===== src/rtl/asp_map.vh =====
// Constants and field positions of the serial control port of the converter.
// What this block does
// [RL1] Produce 14-bit successive-approximation conversion results.
// [RL2] Shift result MSB first, binary or two's complement.
// [RL3] Change serial output only on serial clock falls.
// [RL4] Sample control input on rising serial clock edges.
// [RL5] Reset low restores every power-on default.
// [RL6] External clock mode: one step per serial clock.
// [RL7] Serial output floats while chip select high.
// [RL8] External mode: strobe floats while chip select high.
// [RL9] External mode: strobe pulses one clock at start.
// [RL10] Internal mode: strobe low during, high after.
// [RL11] Read during conversion external, after internal; code shifts result bits only during conversion in both modes.
// [RL12] Mode pair 01 starts calibration on chosen clock.
// [RL13] Host calibrates with its conversion clock source.
// [RL14] Control bit 6 selects unipolar or bipolar.
// [RL15] Shutdown low suspends conversion activity.
// [RL16] Zeros ignored; first one starts control byte.
// [RL17] Bytes accepted only while chip select low.
// [RL18] Control bits 0..2 drive port outputs 0..2.
// [RL19] Port outputs clear at any reset.
// [RL20] Port outputs hold and drive during shutdown.
// [RL21] Bit 5 one selects internal conversion clock.
// [RL22] Mode pair: 24-clock, calibrate, power-down, 32-clock.
// [RL23] Strobe after edge 7 or 15; MSB next edge.
// [RL24] Chip select toggle re-arms; new start aborts.
// [RL25] All port outputs update together after bit eight.
`ifndef ASP_MAP_VH
`define ASP_MAP_VH
`define ASP_RES_W        14
`define ASP_BIT_POL      6
`define ASP_BIT_CLKSRC   5
`define ASP_BIT_M1       4
`define ASP_BIT_M0       3
`define ASP_MODE_SHORT   2'h0
`define ASP_MODE_CAL     2'h1
`define ASP_MODE_PDN     2'h2
`define ASP_MODE_LONG    2'h3
`define ASP_ACQ_SHORT    6'h07
`define ASP_ACQ_LONG     6'h0f
`define ASP_CAL_STEPS    8'h40
`endif


===== src/rtl/asp_control_port.v =====
// Serial control port, conversion sequencer and port outputs of the converter.
`timescale 1ns/100ps
`default_nettype none
`include "asp_map.vh"
module asp_control_port #(
	parameter RES_W     = `ASP_RES_W,
	parameter CAL_STEPS = `ASP_CAL_STEPS,
	parameter INT_DIV   = 4
) (
	input  wire             core_clk_i,
	input  wire             reset_i,
	input  wire             reset_low_input_n_i,
	input  wire             shutdown_n_i,
	input  wire             chip_select_n_i,
	input  wire             serial_clk_i,
	input  wire             control_in_i,
	input  wire [RES_W-1:0] sample_code_i,
	output reg              serial_result_out_o,
	output wire             serial_result_oe_n_o,
	output reg              conversion_strobe_o,
	output wire             conversion_strobe_oe_n_o,
	output reg              port_out_0_o,
	output reg              port_out_1_o,
	output reg              port_out_2_o,
	output reg              polarity_sel_o,
	output reg              busy_o
);
	// ----------------------------------------------------------------
	// Input synchronisers
	// ----------------------------------------------------------------
	reg  [1:0] rst_sync_reg;
	reg  [1:0] shutdown_n_sync_reg;
	reg  [1:0] cs_sync_reg;
	reg  [1:0] sck_sync_reg;
	reg  [1:0] din_sync_reg;
	reg        sck_last_reg;
	reg        cs_last_reg;
	wire       rst_low = ~rst_sync_reg[1];
	wire       shutdown_n    = ~shutdown_n_sync_reg[1];
	wire       cs_n    = cs_sync_reg[1];
	wire       sck_rise = sck_sync_reg[1] & ~sck_last_reg;
	wire       sck_fall = ~sck_sync_reg[1] & sck_last_reg;
	wire       cs_fall  = ~cs_n & cs_last_reg;

	always @(posedge core_clk_i or posedge reset_i) begin
		if (reset_i) begin
			rst_sync_reg  <= 2'h0;
			shutdown_n_sync_reg <= 2'h3;
			cs_sync_reg   <= 2'h3;
			sck_sync_reg  <= 2'h0;
			din_sync_reg  <= 2'h0;
			sck_last_reg  <= 1'b0;
			cs_last_reg   <= 1'b1;
		end else begin
			rst_sync_reg  <= {rst_sync_reg[0], reset_low_input_n_i};
			shutdown_n_sync_reg <= {shutdown_n_sync_reg[0], shutdown_n_i};
			cs_sync_reg   <= {cs_sync_reg[0], chip_select_n_i};
			sck_sync_reg  <= {sck_sync_reg[0], serial_clk_i};
			din_sync_reg  <= {din_sync_reg[0], control_in_i};
			sck_last_reg  <= sck_sync_reg[1];
			cs_last_reg   <= cs_n;
		end
	end

	// ----------------------------------------------------------------
	// Sequencer
	// ----------------------------------------------------------------
	localparam ST_IDLE = 3'h0;
	localparam ST_RECV = 3'h1;
	localparam ST_ACQ  = 3'h2;
	localparam ST_CONV = 3'h3;
	localparam ST_CAL  = 3'h4;
	localparam ST_PDN  = 3'h5;

	reg [2:0]       state_reg;
	reg             armed_reg;
	reg [6:0]       shift_reg;
	reg [2:0]       bitcnt_reg;
	reg             clk_int_reg;
	reg [1:0]       mode_reg;
	reg [5:0]       acq_cnt_reg;
	reg [4:0]       step_reg;
	reg [RES_W-1:0] result_reg;
	reg [RES_W-1:0] code_reg;
	reg [7:0]       cal_cnt_reg;
	reg             strobe_pend_reg;
	reg [7:0]       div_reg;
	reg             out_en_reg;

	wire [7:0] byte_in  = {shift_reg, din_sync_reg[1]};
	wire [1:0] mode_in  = {byte_in[`ASP_BIT_M1], byte_in[`ASP_BIT_M0]};
	wire       int_tick = (div_reg == INT_DIV[7:0] - 8'h01);
	// Conversion steps come from falling serial edges or the internal divider.
	wire       step_ev  = clk_int_reg ? int_tick : sck_fall; // [RL6] [RL21]
	wire       new_start = sck_rise & armed_reg & ~cs_n & din_sync_reg[1]; // [RL16] [RL17]
	wire       byte_done = (state_reg == ST_RECV) & sck_rise & ~cs_n & (bitcnt_reg == 3'h6);
	wire [RES_W-1:0] conv_code = polarity_sel_o ? sample_code_i
		: (sample_code_i ^ {1'b1, {(RES_W-1){1'b0}}}); // [RL2] [RL14]

	assign serial_result_oe_n_o     = cs_n; // [RL7]
	assign conversion_strobe_oe_n_o = cs_n & ~clk_int_reg; // [RL8]

	always @(posedge core_clk_i or posedge reset_i) begin
		if (reset_i) begin
			state_reg           <= ST_IDLE;
			armed_reg           <= 1'b0;
			shift_reg           <= 7'h00;
			bitcnt_reg          <= 3'h0;
			clk_int_reg         <= 1'b0;
			mode_reg            <= 2'h0;
			acq_cnt_reg         <= 6'h00;
			step_reg            <= 5'h00;
			result_reg          <= {RES_W{1'b0}};
			code_reg            <= {RES_W{1'b0}};
			cal_cnt_reg         <= 8'h00;
			strobe_pend_reg     <= 1'b0;
			div_reg             <= 8'h00;
			out_en_reg          <= 1'b0;
			serial_result_out_o <= 1'b0;
			conversion_strobe_o <= 1'b0;
			port_out_0_o        <= 1'b0;
			port_out_1_o        <= 1'b0;
			port_out_2_o        <= 1'b0;
			polarity_sel_o      <= 1'b0;
			busy_o              <= 1'b0;
		end else if (rst_low) begin
			state_reg           <= ST_IDLE; // [RL5]
			armed_reg           <= 1'b0;
			bitcnt_reg          <= 3'h0;
			clk_int_reg         <= 1'b0;
			mode_reg            <= 2'h0;
			strobe_pend_reg     <= 1'b0;
			out_en_reg          <= 1'b0;
			serial_result_out_o <= 1'b0;
			conversion_strobe_o <= 1'b0;
			port_out_0_o        <= 1'b0; // [RL19]
			port_out_1_o        <= 1'b0;
			port_out_2_o        <= 1'b0;
			polarity_sel_o      <= 1'b0;
			busy_o              <= 1'b0;
		end else begin
			div_reg <= int_tick ? 8'h00 : div_reg + 8'h01;
			if (cs_fall)
				armed_reg <= 1'b1; // [RL24]
			if (cs_n)
				bitcnt_reg <= 3'h0; // [RL17]
			// Serial output changes only on falling serial edges.
			if (sck_fall & ~cs_n) begin
				if (strobe_pend_reg | (state_reg == ST_CONV & step_reg != 5'h00)) begin
					serial_result_out_o <= result_reg[RES_W-1]; // [RL2] [RL3] [RL11]
					result_reg <= {result_reg[RES_W-2:0], 1'b0};
				end else begin
					serial_result_out_o <= 1'b0;
				end
			end
			if (~clk_int_reg & sck_fall)
				conversion_strobe_o <= strobe_pend_reg; // [RL9]
			if (new_start) begin
				// A fresh start bit aborts whatever is running.
				state_reg  <= ST_RECV; // [RL24]
				armed_reg  <= 1'b0;
				bitcnt_reg <= 3'h0;
				shift_reg  <= 7'h01;
				busy_o     <= 1'b0;
			end else begin
				case (state_reg)
				ST_IDLE: begin
				end
				ST_RECV: begin
					if (sck_rise & ~cs_n) begin
						shift_reg  <= byte_in[6:0]; // [RL4]
						bitcnt_reg <= bitcnt_reg + 3'h1;
					end
					if (byte_done) begin
						port_out_0_o   <= byte_in[0]; // [RL18] [RL25]
						port_out_1_o   <= byte_in[1];
						port_out_2_o   <= byte_in[2];
						polarity_sel_o <= byte_in[`ASP_BIT_POL]; // [RL14]
						clk_int_reg    <= byte_in[`ASP_BIT_CLKSRC]; // [RL21]
						mode_reg       <= mode_in; // [RL22]
						acq_cnt_reg    <= 6'h00;
						cal_cnt_reg    <= 8'h00;
						busy_o         <= (mode_in != `ASP_MODE_PDN);
						if (mode_in == `ASP_MODE_CAL)
							state_reg <= ST_CAL; // [RL12]
						else if (mode_in == `ASP_MODE_PDN)
							state_reg <= ST_PDN;
						else
							state_reg <= ST_ACQ;
					end
				end
				ST_ACQ: begin
					// Acquisition is counted in falling serial edges after the eighth control bit.
					if (sck_fall & ~shutdown_n) begin // [RL15]
						acq_cnt_reg <= acq_cnt_reg + 6'h01;
						if (acq_cnt_reg == ((mode_reg == `ASP_MODE_LONG) ?
							`ASP_ACQ_LONG : `ASP_ACQ_SHORT) - 6'h01) begin // [RL23]
							code_reg   <= conv_code; // [RL1]
							result_reg <= conv_code;
							step_reg   <= 5'h00;
							state_reg  <= ST_CONV;
							strobe_pend_reg <= ~clk_int_reg;
							if (clk_int_reg)
								conversion_strobe_o <= 1'b0; // [RL10]
						end
					end
				end
				ST_CONV: begin
					if (sck_fall)
						strobe_pend_reg <= 1'b0;
					// One successive-approximation decision per step.
					if (step_ev & ~shutdown_n) begin // [RL6] [RL15]
						step_reg <= step_reg + 5'h01;
						if (step_reg == RES_W[4:0] - 5'h01) begin
							state_reg <= ST_IDLE;
							armed_reg <= 1'b1; // [RL16]
							busy_o    <= 1'b0;
							if (clk_int_reg) begin
								result_reg <= code_reg; // [RL11]
								conversion_strobe_o <= 1'b1; // [RL10]
							end
						end
					end
				end
				ST_CAL: begin
					if (step_ev & ~shutdown_n) begin // [RL12]
						cal_cnt_reg <= cal_cnt_reg + 8'h01;
						if (cal_cnt_reg == CAL_STEPS[7:0] - 8'h01) begin
							state_reg <= ST_IDLE;
							armed_reg <= 1'b1; // [RL16]
							busy_o    <= 1'b0;
						end
					end
				end
				ST_PDN: begin
					// Software power-down waits for the next start bit; ports hold.
					armed_reg <= 1'b1; // [RL20]
				end
				default: state_reg <= ST_IDLE;
				endcase
			end
		end
	end
endmodule
`default_nettype wire


===== config.mk =====
export PLATFORM = sky130hd
export DESIGN_NAME = asp_control_port
export DESIGN_NICKNAME = d
export VERILOG_FILES = /design/src/rtl/asp_control_port.v
export VERILOG_INCLUDE_DIRS = /design/src /design/src/rtl
export SDC_FILE = /design/constraint.sdc
export NUM_CORES = 1
export LEC_CHECK = 0
export BUFFER_PORTS_ARGS = -buffer_cell sky130_fd_sc_hd__buf_2
export CORE_MARGIN = 5
export CORE_UTILIZATION = 54
export DETAILED_ROUTE_END_ITERATION = 10
export GPL_ROUTABILITY_DRIVEN = 0
export GPL_TIMING_DRIVEN = 0
export PLACE_DENSITY = 0.75
export SLEW_MARGIN = 20
export SYNTH_ARGS = -nofsm -noshare
export SYNTH_HDL_FRONTEND = slang
export SYNTH_SLANG_ARGS = --single-unit

===== constraint.sdc =====
create_clock -name core_clk_i -period 3.3 [get_ports core_clk_i]
set_input_delay 0.33 -clock core_clk_i [delete_from_list [all_inputs] [get_ports core_clk_i]]
set_output_delay 0.33 -clock core_clk_i [all_outputs]
set_load 0.02 [all_outputs]

[Word-level counts from Yosys, hierarchy flattened]
Cells that the tools add are included.
W data, S select, Z words.
Cells by class
  add/subtract/negate cells: 6
  equal/unequal tests: 36
  muxes and demuxes: 102
  bitwise gates (word level): 23
  reduce and logical (&&, ||, !) cells: 17
Operators by type and width (number)
  $mux W14: 9
  $mux W1: 52
  $mux W3: 16
  $mux W6: 5
  $pmux W14 S2: 1
  $mux W8: 3
  $ne A4 B4 Y1 const B: 5
  $reduce_and A5 Y1: 4
  $add A8 B1 Y8 const B: 2
  $and A1 B1 Y1: 16
  $pmux W8 S2: 1
  $mux W5: 3
  $pmux W3 S5: 1
  $ne A2 B2 Y1 const B: 6
  $pmux W6 S2: 1
  $reduce_and A6 Y1: 2
  $pmux W5 S2: 1
  $reduce_bool A2 Y1: 5
  $eq A3 B3 Y1 const B: 3
  $ne A3 B3 Y1 const B: 3
  $eq A8 B2 Y1 const B: 1
  $eq A8 B6 Y1 const B: 1
  $mux W2: 4
  $ne A2 B1 Y1 const B: 4
  24 further kinds: 35
Storage, ports and cells
  bits in registers: 91
  output and inout port bits: 9
  word-level logic and storage cells: 211

[Longest topological paths before layout]
  depth in word-level cells: 10
  mapped depth: 8
  depth with buffers taken out: 7

[Least setup slack after synthesis]
No wires, ideal clock.
  path type: reg-to-reg
  from: register div_reg[0]
  to: register result_reg[11]
  data arrival time: 2.145 ns
  required time: 3.176 ns
  path slack: 1.031 ns
  cell stages (with the launch flop): 8
  path buffers: 1
  period minus slack after synthesis: 2.269 ns
  cell sequence: dfrtp_1 > ha_1 > or4b_4 > or3_4 > o221ai_2 > buf_4 > nor3b_1 > a211o_1
On the way
  longest elaborated chain between the ends: 6
RTL lines
  from (decl): line asp_control_port.v:87  | reg [7:0] div_reg;
  from (signal assigned): line asp_control_port.v:142  | div_reg <= int_tick ? 8'h00 : div_reg + 8'h01;
  $eq A8 B2 Y1: line asp_control_port.v:92  | wire int_tick = (div_reg == INT_DIV[7:0] - 8'h01);
  $mux W1: line asp_control_port.v:94  | wire step_ev = clk_int_reg ? int_tick : sck_fall;
  $and A1 B1 Y1: line asp_control_port.v:212  | if (step_ev & ~shutdown_n) begin
  $mux W14: line asp_control_port.v:212
  $pmux W14 S2: line asp_control_port.v:166  | case (state_reg)
  $mux W14: line asp_control_port.v:158  | if (new_start) begin
  to (signal assigned): line asp_control_port.v:151  | result_reg <= {result_reg[RES_W-2:0], 1'b0};
  to (signal assigned): line asp_control_port.v:199  | result_reg <= conv_code;
  to (signal assigned): line asp_control_port.v:219  | result_reg <= code_reg;
  to (decl): line asp_control_port.v:83  | reg [RES_W-1:0] result_reg;
No other way between the ends.
A chain may end at the register's enable or synchronous reset.

[Final worst setup path]
  from: register div_reg[0]
  to: register result_reg[1]
The elaborated chain is that of the path after synthesis.

==> impl_results.html <==
<table>
<tr><th>Metric</th><th>Value</th></tr>
<tr><th colspan="2">Logic synthesis</th></tr>
<tr><td>Warnings, synthesis</td><td>0</td></tr>
<tr><td>Top cells by instance count after synthesis</td><td>86 x dfrtp_1, 75 x nand2_1, 23 x nor2_1, 23 x o21ai_0, 16 x inv_1</td></tr>
<tr><td>Syn_area_per_cell</td><td>slightly above 10 sq um</td></tr>
<tr><td>Part of the Yosys area used for sequential elements</td><td>0.507</td></tr>
<tr><td>Post-Synthesis Net Count</td><td>~470</td></tr>
<tr><td>Largest cells by area after synthesis</td><td>dfrtp_1 48%, nand2_1 6.2%, ha_1 3.1%</td></tr>
<tr><td>Most frequent cell after synthesis</td><td>dfrtp_1</td></tr>
<tr><td>Primary FF master, synth</td><td>dfrtp_1</td></tr>
<tr><td>Summed instance area of the synthesized netlist</td><td>0.00451 sq mm</td></tr>
<tr><td>Count of flip-flops with a built-in enable after synthesis</td><td>0</td></tr>
<tr><td>Flop and latch count out of synthesis</td><td>just over 90</td></tr>
<tr><td>Count of mapped cells out of synthesis</td><td>442</td></tr>
<tr><td>Leading area contributor after synthesis</td><td>dfrtp_1</td></tr>
<tr><td>Area share of the largest cell type after synthesis</td><td>0.478</td></tr>
<tr><td>Share of flip-flops with an asynchronous set or reset after synthesis</td><td>1.00</td></tr>
<tr><td>Unique masters post-synth</td><td>70</td></tr>
<tr><th colspan="2">Clocking</th></tr>
<tr><td>Total setup buffers inserted after CTS</td><td>0</td></tr>
<tr><td>CTS Buf Count</td><td>9</td></tr>
<tr><td>Maximum clock path buffer count</td><td>2</td></tr>
<tr><td>PostCTS Resize Cnt</td><td>0</td></tr>
<tr><td>Root cell of the clock tree</td><td>clkbuf_8</td></tr>
<tr><td>Clock H-tree levels</td><td>3</td></tr>
<tr><td>Clock-pin slew reported for the worst setup and hold paths after clock tree synthesis</td><td>90 ps</td></tr>
<tr><td>Hold Buf Count CTS</td><td>0</td></tr>
<tr><td>Clock sinks</td><td>~90</td></tr>
<tr><td>Clock tree from TritonCTS</td><td>built</td></tr>
<tr><td>Worst skew pair latency</td><td>around 360 ps</td></tr>
<tr><th colspan="2">Pwr</th></tr>
<tr><td>Cell Pwr Density</td><td>~440 mW/mm^2</td></tr>
<tr><td>Post-layout power</td><td>2.21 mW</td></tr>
<tr><td>Leakage power</td><td>about 2.2 nW</td></tr>
<tr><td>Max VDD drop</td><td>about 0.31 mV</td></tr>
<tr><th colspan="2">Finish</th></tr>
<tr><td>Fin nets</td><td>515</td></tr>
<tr><td>Fraction of the core area covered by cells at the end of the flow</td><td>0.613</td></tr>
<tr><td>Share of post-route cells with drive strength above 1</td><td>0.162</td></tr>
<tr><td>Fill cell count</td><td>roughly 680</td></tr>
<tr><td>Non-filler cells in the finished layout</td><td>between 500 and 600</td></tr>
<tr><td>Synthesis-to-finish area growth</td><td>11.2%</td></tr>
<tr><td>Antenna Diode Count</td><td>0</td></tr>
<tr><th colspan="2">Die</th></tr>
<tr><td>Initial Util</td><td>0.551</td></tr>
<tr><td>Die Area</td><td>around 0.01 sq mm</td></tr>
<tr><td>Horizontal die dimension</td><td>101 microns</td></tr>
<tr><td>Die extent in y</td><td>101 microns</td></tr>
<tr><td>Number of ports placed on the die boundary</td><td>30</td></tr>
<tr><td>Core outline area</td><td>a little over 0.008 sq mm</td></tr>
<tr><td>Site Rows</td><td>33</td></tr>
<tr><th colspan="2">Critical path</th></tr>
<tr><td>Endpoint required time on the critical path</td><td>between 3000 and 4000 ps</td></tr>
<tr><td>Kind of start point of the critical path</td><td>flop</td></tr>
<tr><td>Crit path cell chain</td><td>ha_1, or4b_4, or3_4, nor3_2, a22oi_1, o211ai_1</td></tr>
<tr><td>Longest individual stage delay on the worst path</td><td>approximately 540 ps</td></tr>
<tr><td>Signal arrival time at the worst endpoint</td><td>about 2900 ps</td></tr>
<tr><td>Critical path's slowest cell</td><td>nor3_2</td></tr>
<tr><td>CP Max Fanout</td><td>9</td></tr>
<tr><td>Number of buffers and inverters on the critical path</td><td>0</td></tr>
<tr><td>Crit path capture type</td><td>flop</td></tr>
<tr><td>Category of the critical setup timing path</td><td>reg -&gt; reg</td></tr>
<tr><td>CP delay by family, top</td><td>simple AND/OR/NAND/NOR gates</td></tr>
<tr><th colspan="2">STA</th></tr>
<tr><td>Transition time of the tightest slew-check pin</td><td>between 700 and 800 ps</td></tr>
<tr><td>Max-slew violation count</td><td>0</td></tr>
<tr><td>RSZ-0062 raised after global routing</td><td>false</td></tr>
<tr><td>Final-report setup violation count</td><td>0</td></tr>
<tr><td>F_max</td><td>~380 MHz</td></tr>
<tr><td>Final worst slack</td><td>between 600 and 700 ps</td></tr>
<tr><td>Final worst-path cycle share</td><td>0.792</td></tr>
<tr><td>Final Critical Period</td><td>~2600 ps</td></tr>
<tr><td>Final Hold Viols</td><td>2</td></tr>
<tr><td>Post-route clock skew</td><td>about 13 ps</td></tr>
<tr><td>Max transition margin</td><td>0.468</td></tr>
<tr><td>Worst Hold Margin</td><td>-2.15 ps</td></tr>
<tr><th colspan="2">Placed design</th></tr>
<tr><td>Buffers on Ports</td><td>29</td></tr>
<tr><td>Half-perimeter wire length after placement</td><td>6.99 mm</td></tr>
<tr><td>Pre-CTS setup slack</td><td>roughly 690 ps</td></tr>
<tr><td>Post-Place Cells</td><td>around 580</td></tr>
<tr><th colspan="2">Global routing</th></tr>
<tr><td>Total Routing Usage GR</td><td>0.208</td></tr>
<tr><td>Wire length of the first global-routing pass</td><td>about 17 mm</td></tr>
<tr><td>Maximum number of pins on one net before global-route repair</td><td>54</td></tr>
<tr><td>Vias in the first global route</td><td>~3500</td></tr>
<tr><td>Aggregate global routing overflow</td><td>0</td></tr>
<tr><td>Number of antenna violations at the first check in global routing</td><td>0</td></tr>
<tr><th colspan="2">Outcome</th></tr>
<tr><td>Outcome</td><td>finished, violations left</td></tr>
<tr><td>Violated checks</td><td>negative hold slack</td></tr>
<tr><th colspan="2">Drt</th></tr>
<tr><td>Via count of the routed design</td><td>3494</td></tr>
<tr><td>Number of violations reported at the end of detailed-routing iteration 0</td><td>around 250</td></tr>
<tr><td>Mean routed wirelength per cell</td><td>about 17 microns</td></tr>
<tr><td>Detailed-route vias per instance</td><td>5.89</td></tr>
<tr><td>Routed Wire Length</td><td>between 9 and 10 mm</td></tr>
<tr><td>Number of DRC violations after detailed routing</td><td>0</td></tr>
<tr><td>Router iterations before antenna repair</td><td>4</td></tr>
<tr><td>Antenna viol nets, final</td><td>0</td></tr>
<tr><th colspan="2">Min path</th></tr>
<tr><td>Hold crit path type</td><td>in -&gt; async</td></tr>
<tr><th colspan="2">Flow run</th></tr>
<tr><td>Total of max-cap violations</td><td>0</td></tr>
</table>
through the flow:
step	instance area [sq um]	TNS (ps)
floorplan	4510	0
global placement	4780	-29320
detailed placement	4810	0
CTS	5010	0
global route	5010	0
finish	5010	0
metal layers:
| layer | global-route usage | part of all wire | routed length, microns | vias up |
|---|---|---|---|---|
| li1 | - | - | - | 1700 |
| met1 | 0.292 | 0.47 | 4620 | 1688 |
| met2 | 0.317 | 0.46 | 4550 | 84 |
| met3 | 0.0413 | 0.044 | 434 | 22 |
| met4 | 0.0859 | 0.025 | 242 | 0 |
| met5 | 0 | 0 | 0 | - |
path summary, 6_finish.rpt:
path,slack (ps),startpoint,to,cells after the start
worst min-delay path,-2,reset_i,shift_reg[2]$_DFFE_PP0P_,2
worst max-delay path,690,div_reg[0]$_DFFE_PP0P_,result_reg[1]$_DFFE_PP0P_,6
worst min register to register,360,sck_sync_reg[0]$_DFF_PP0_,sck_sync_reg[1]$_DFF_PP0_,0
min in group core_clk_i,60,chip_select_n_i,cs_sync_reg[0]$_DFF_PP1_,1
max in group asynchronous,2620,reset_i,shutdown_n_sync_reg[0]$_DFF_PP1_,3
worst max register to register,690,div_reg[0]$_DFFE_PP0P_,result_reg[1]$_DFFE_PP0P_,6
layout by cell type (no fill, tap or decap), types with 4 or more instances in the layout:
master,synthesis,routed
nor3_1,7,7
mux2i_1,10,10
buf_2,5,34
clkbuf_8,0,10
a22oi_1,9,9
xor2_1,5,5
clkbuf_1,8,8
nand3_1,11,11
a22o_1,6,6
nor2_1,23,23
nand2_1,75,75
o31ai_1,6,6
nor3b_1,4,4
nand4_1,9,9
and3_1,5,5
inv_1,16,15
ha_1,11,11
a32oi_1,5,5
a21oi_1,12,12
o21ai_0,23,23
dfstp_2,5,5
or3_1,7,7
nand2b_1,5,5
xnor2_1,11,11
dfrtp_1,86,86
o211ai_1,13,13
logic make-up (layout without fill, tap and decap cells):
group                    after synthesis  in the layout  synth area share
adder cells (fa/ha/maj)               11             11            0.0305
flip-flops                            91             91             0.507
multiplexers                          12             12            0.0272
XOR/XNOR                              16             16            0.0311
AND/OR/NAND/NOR                      181            181             0.216
buffers and inverters                 31             77            0.0280
AO/OA/AOI/OAI                        100            100             0.160
cell type report:
| class | count | area, sq um | area share |
|---|---|---|---|
| buffer | 15 | 66.3 | 0.0132 |
| clock buffer | 10 | 138 | 0.0275 |
| clock inverter | 6 | 62.6 | 0.0125 |
| inverter | 16 | 62.6 | 0.0125 |
| multi-input combinational | 320 | 2100 | 0.418 |
| sequential | 91 | 2280 | 0.456 |
| tap | 105 | 131 | 0.0262 |
| timing repair buffer | 30 | 173 | 0.0344 |
where the power goes:
part | internal, mW | switching [mW] | leakage, nW | total, mW
clock network | 0.371 | 0.397 | 0.106 | 0.768
registers | 1.18 | 0.0661 | 1.14 | 1.24
logic | 0.0901 | 0.114 | 0.912 | 0.204
Power figures use the tool's default switching activity.
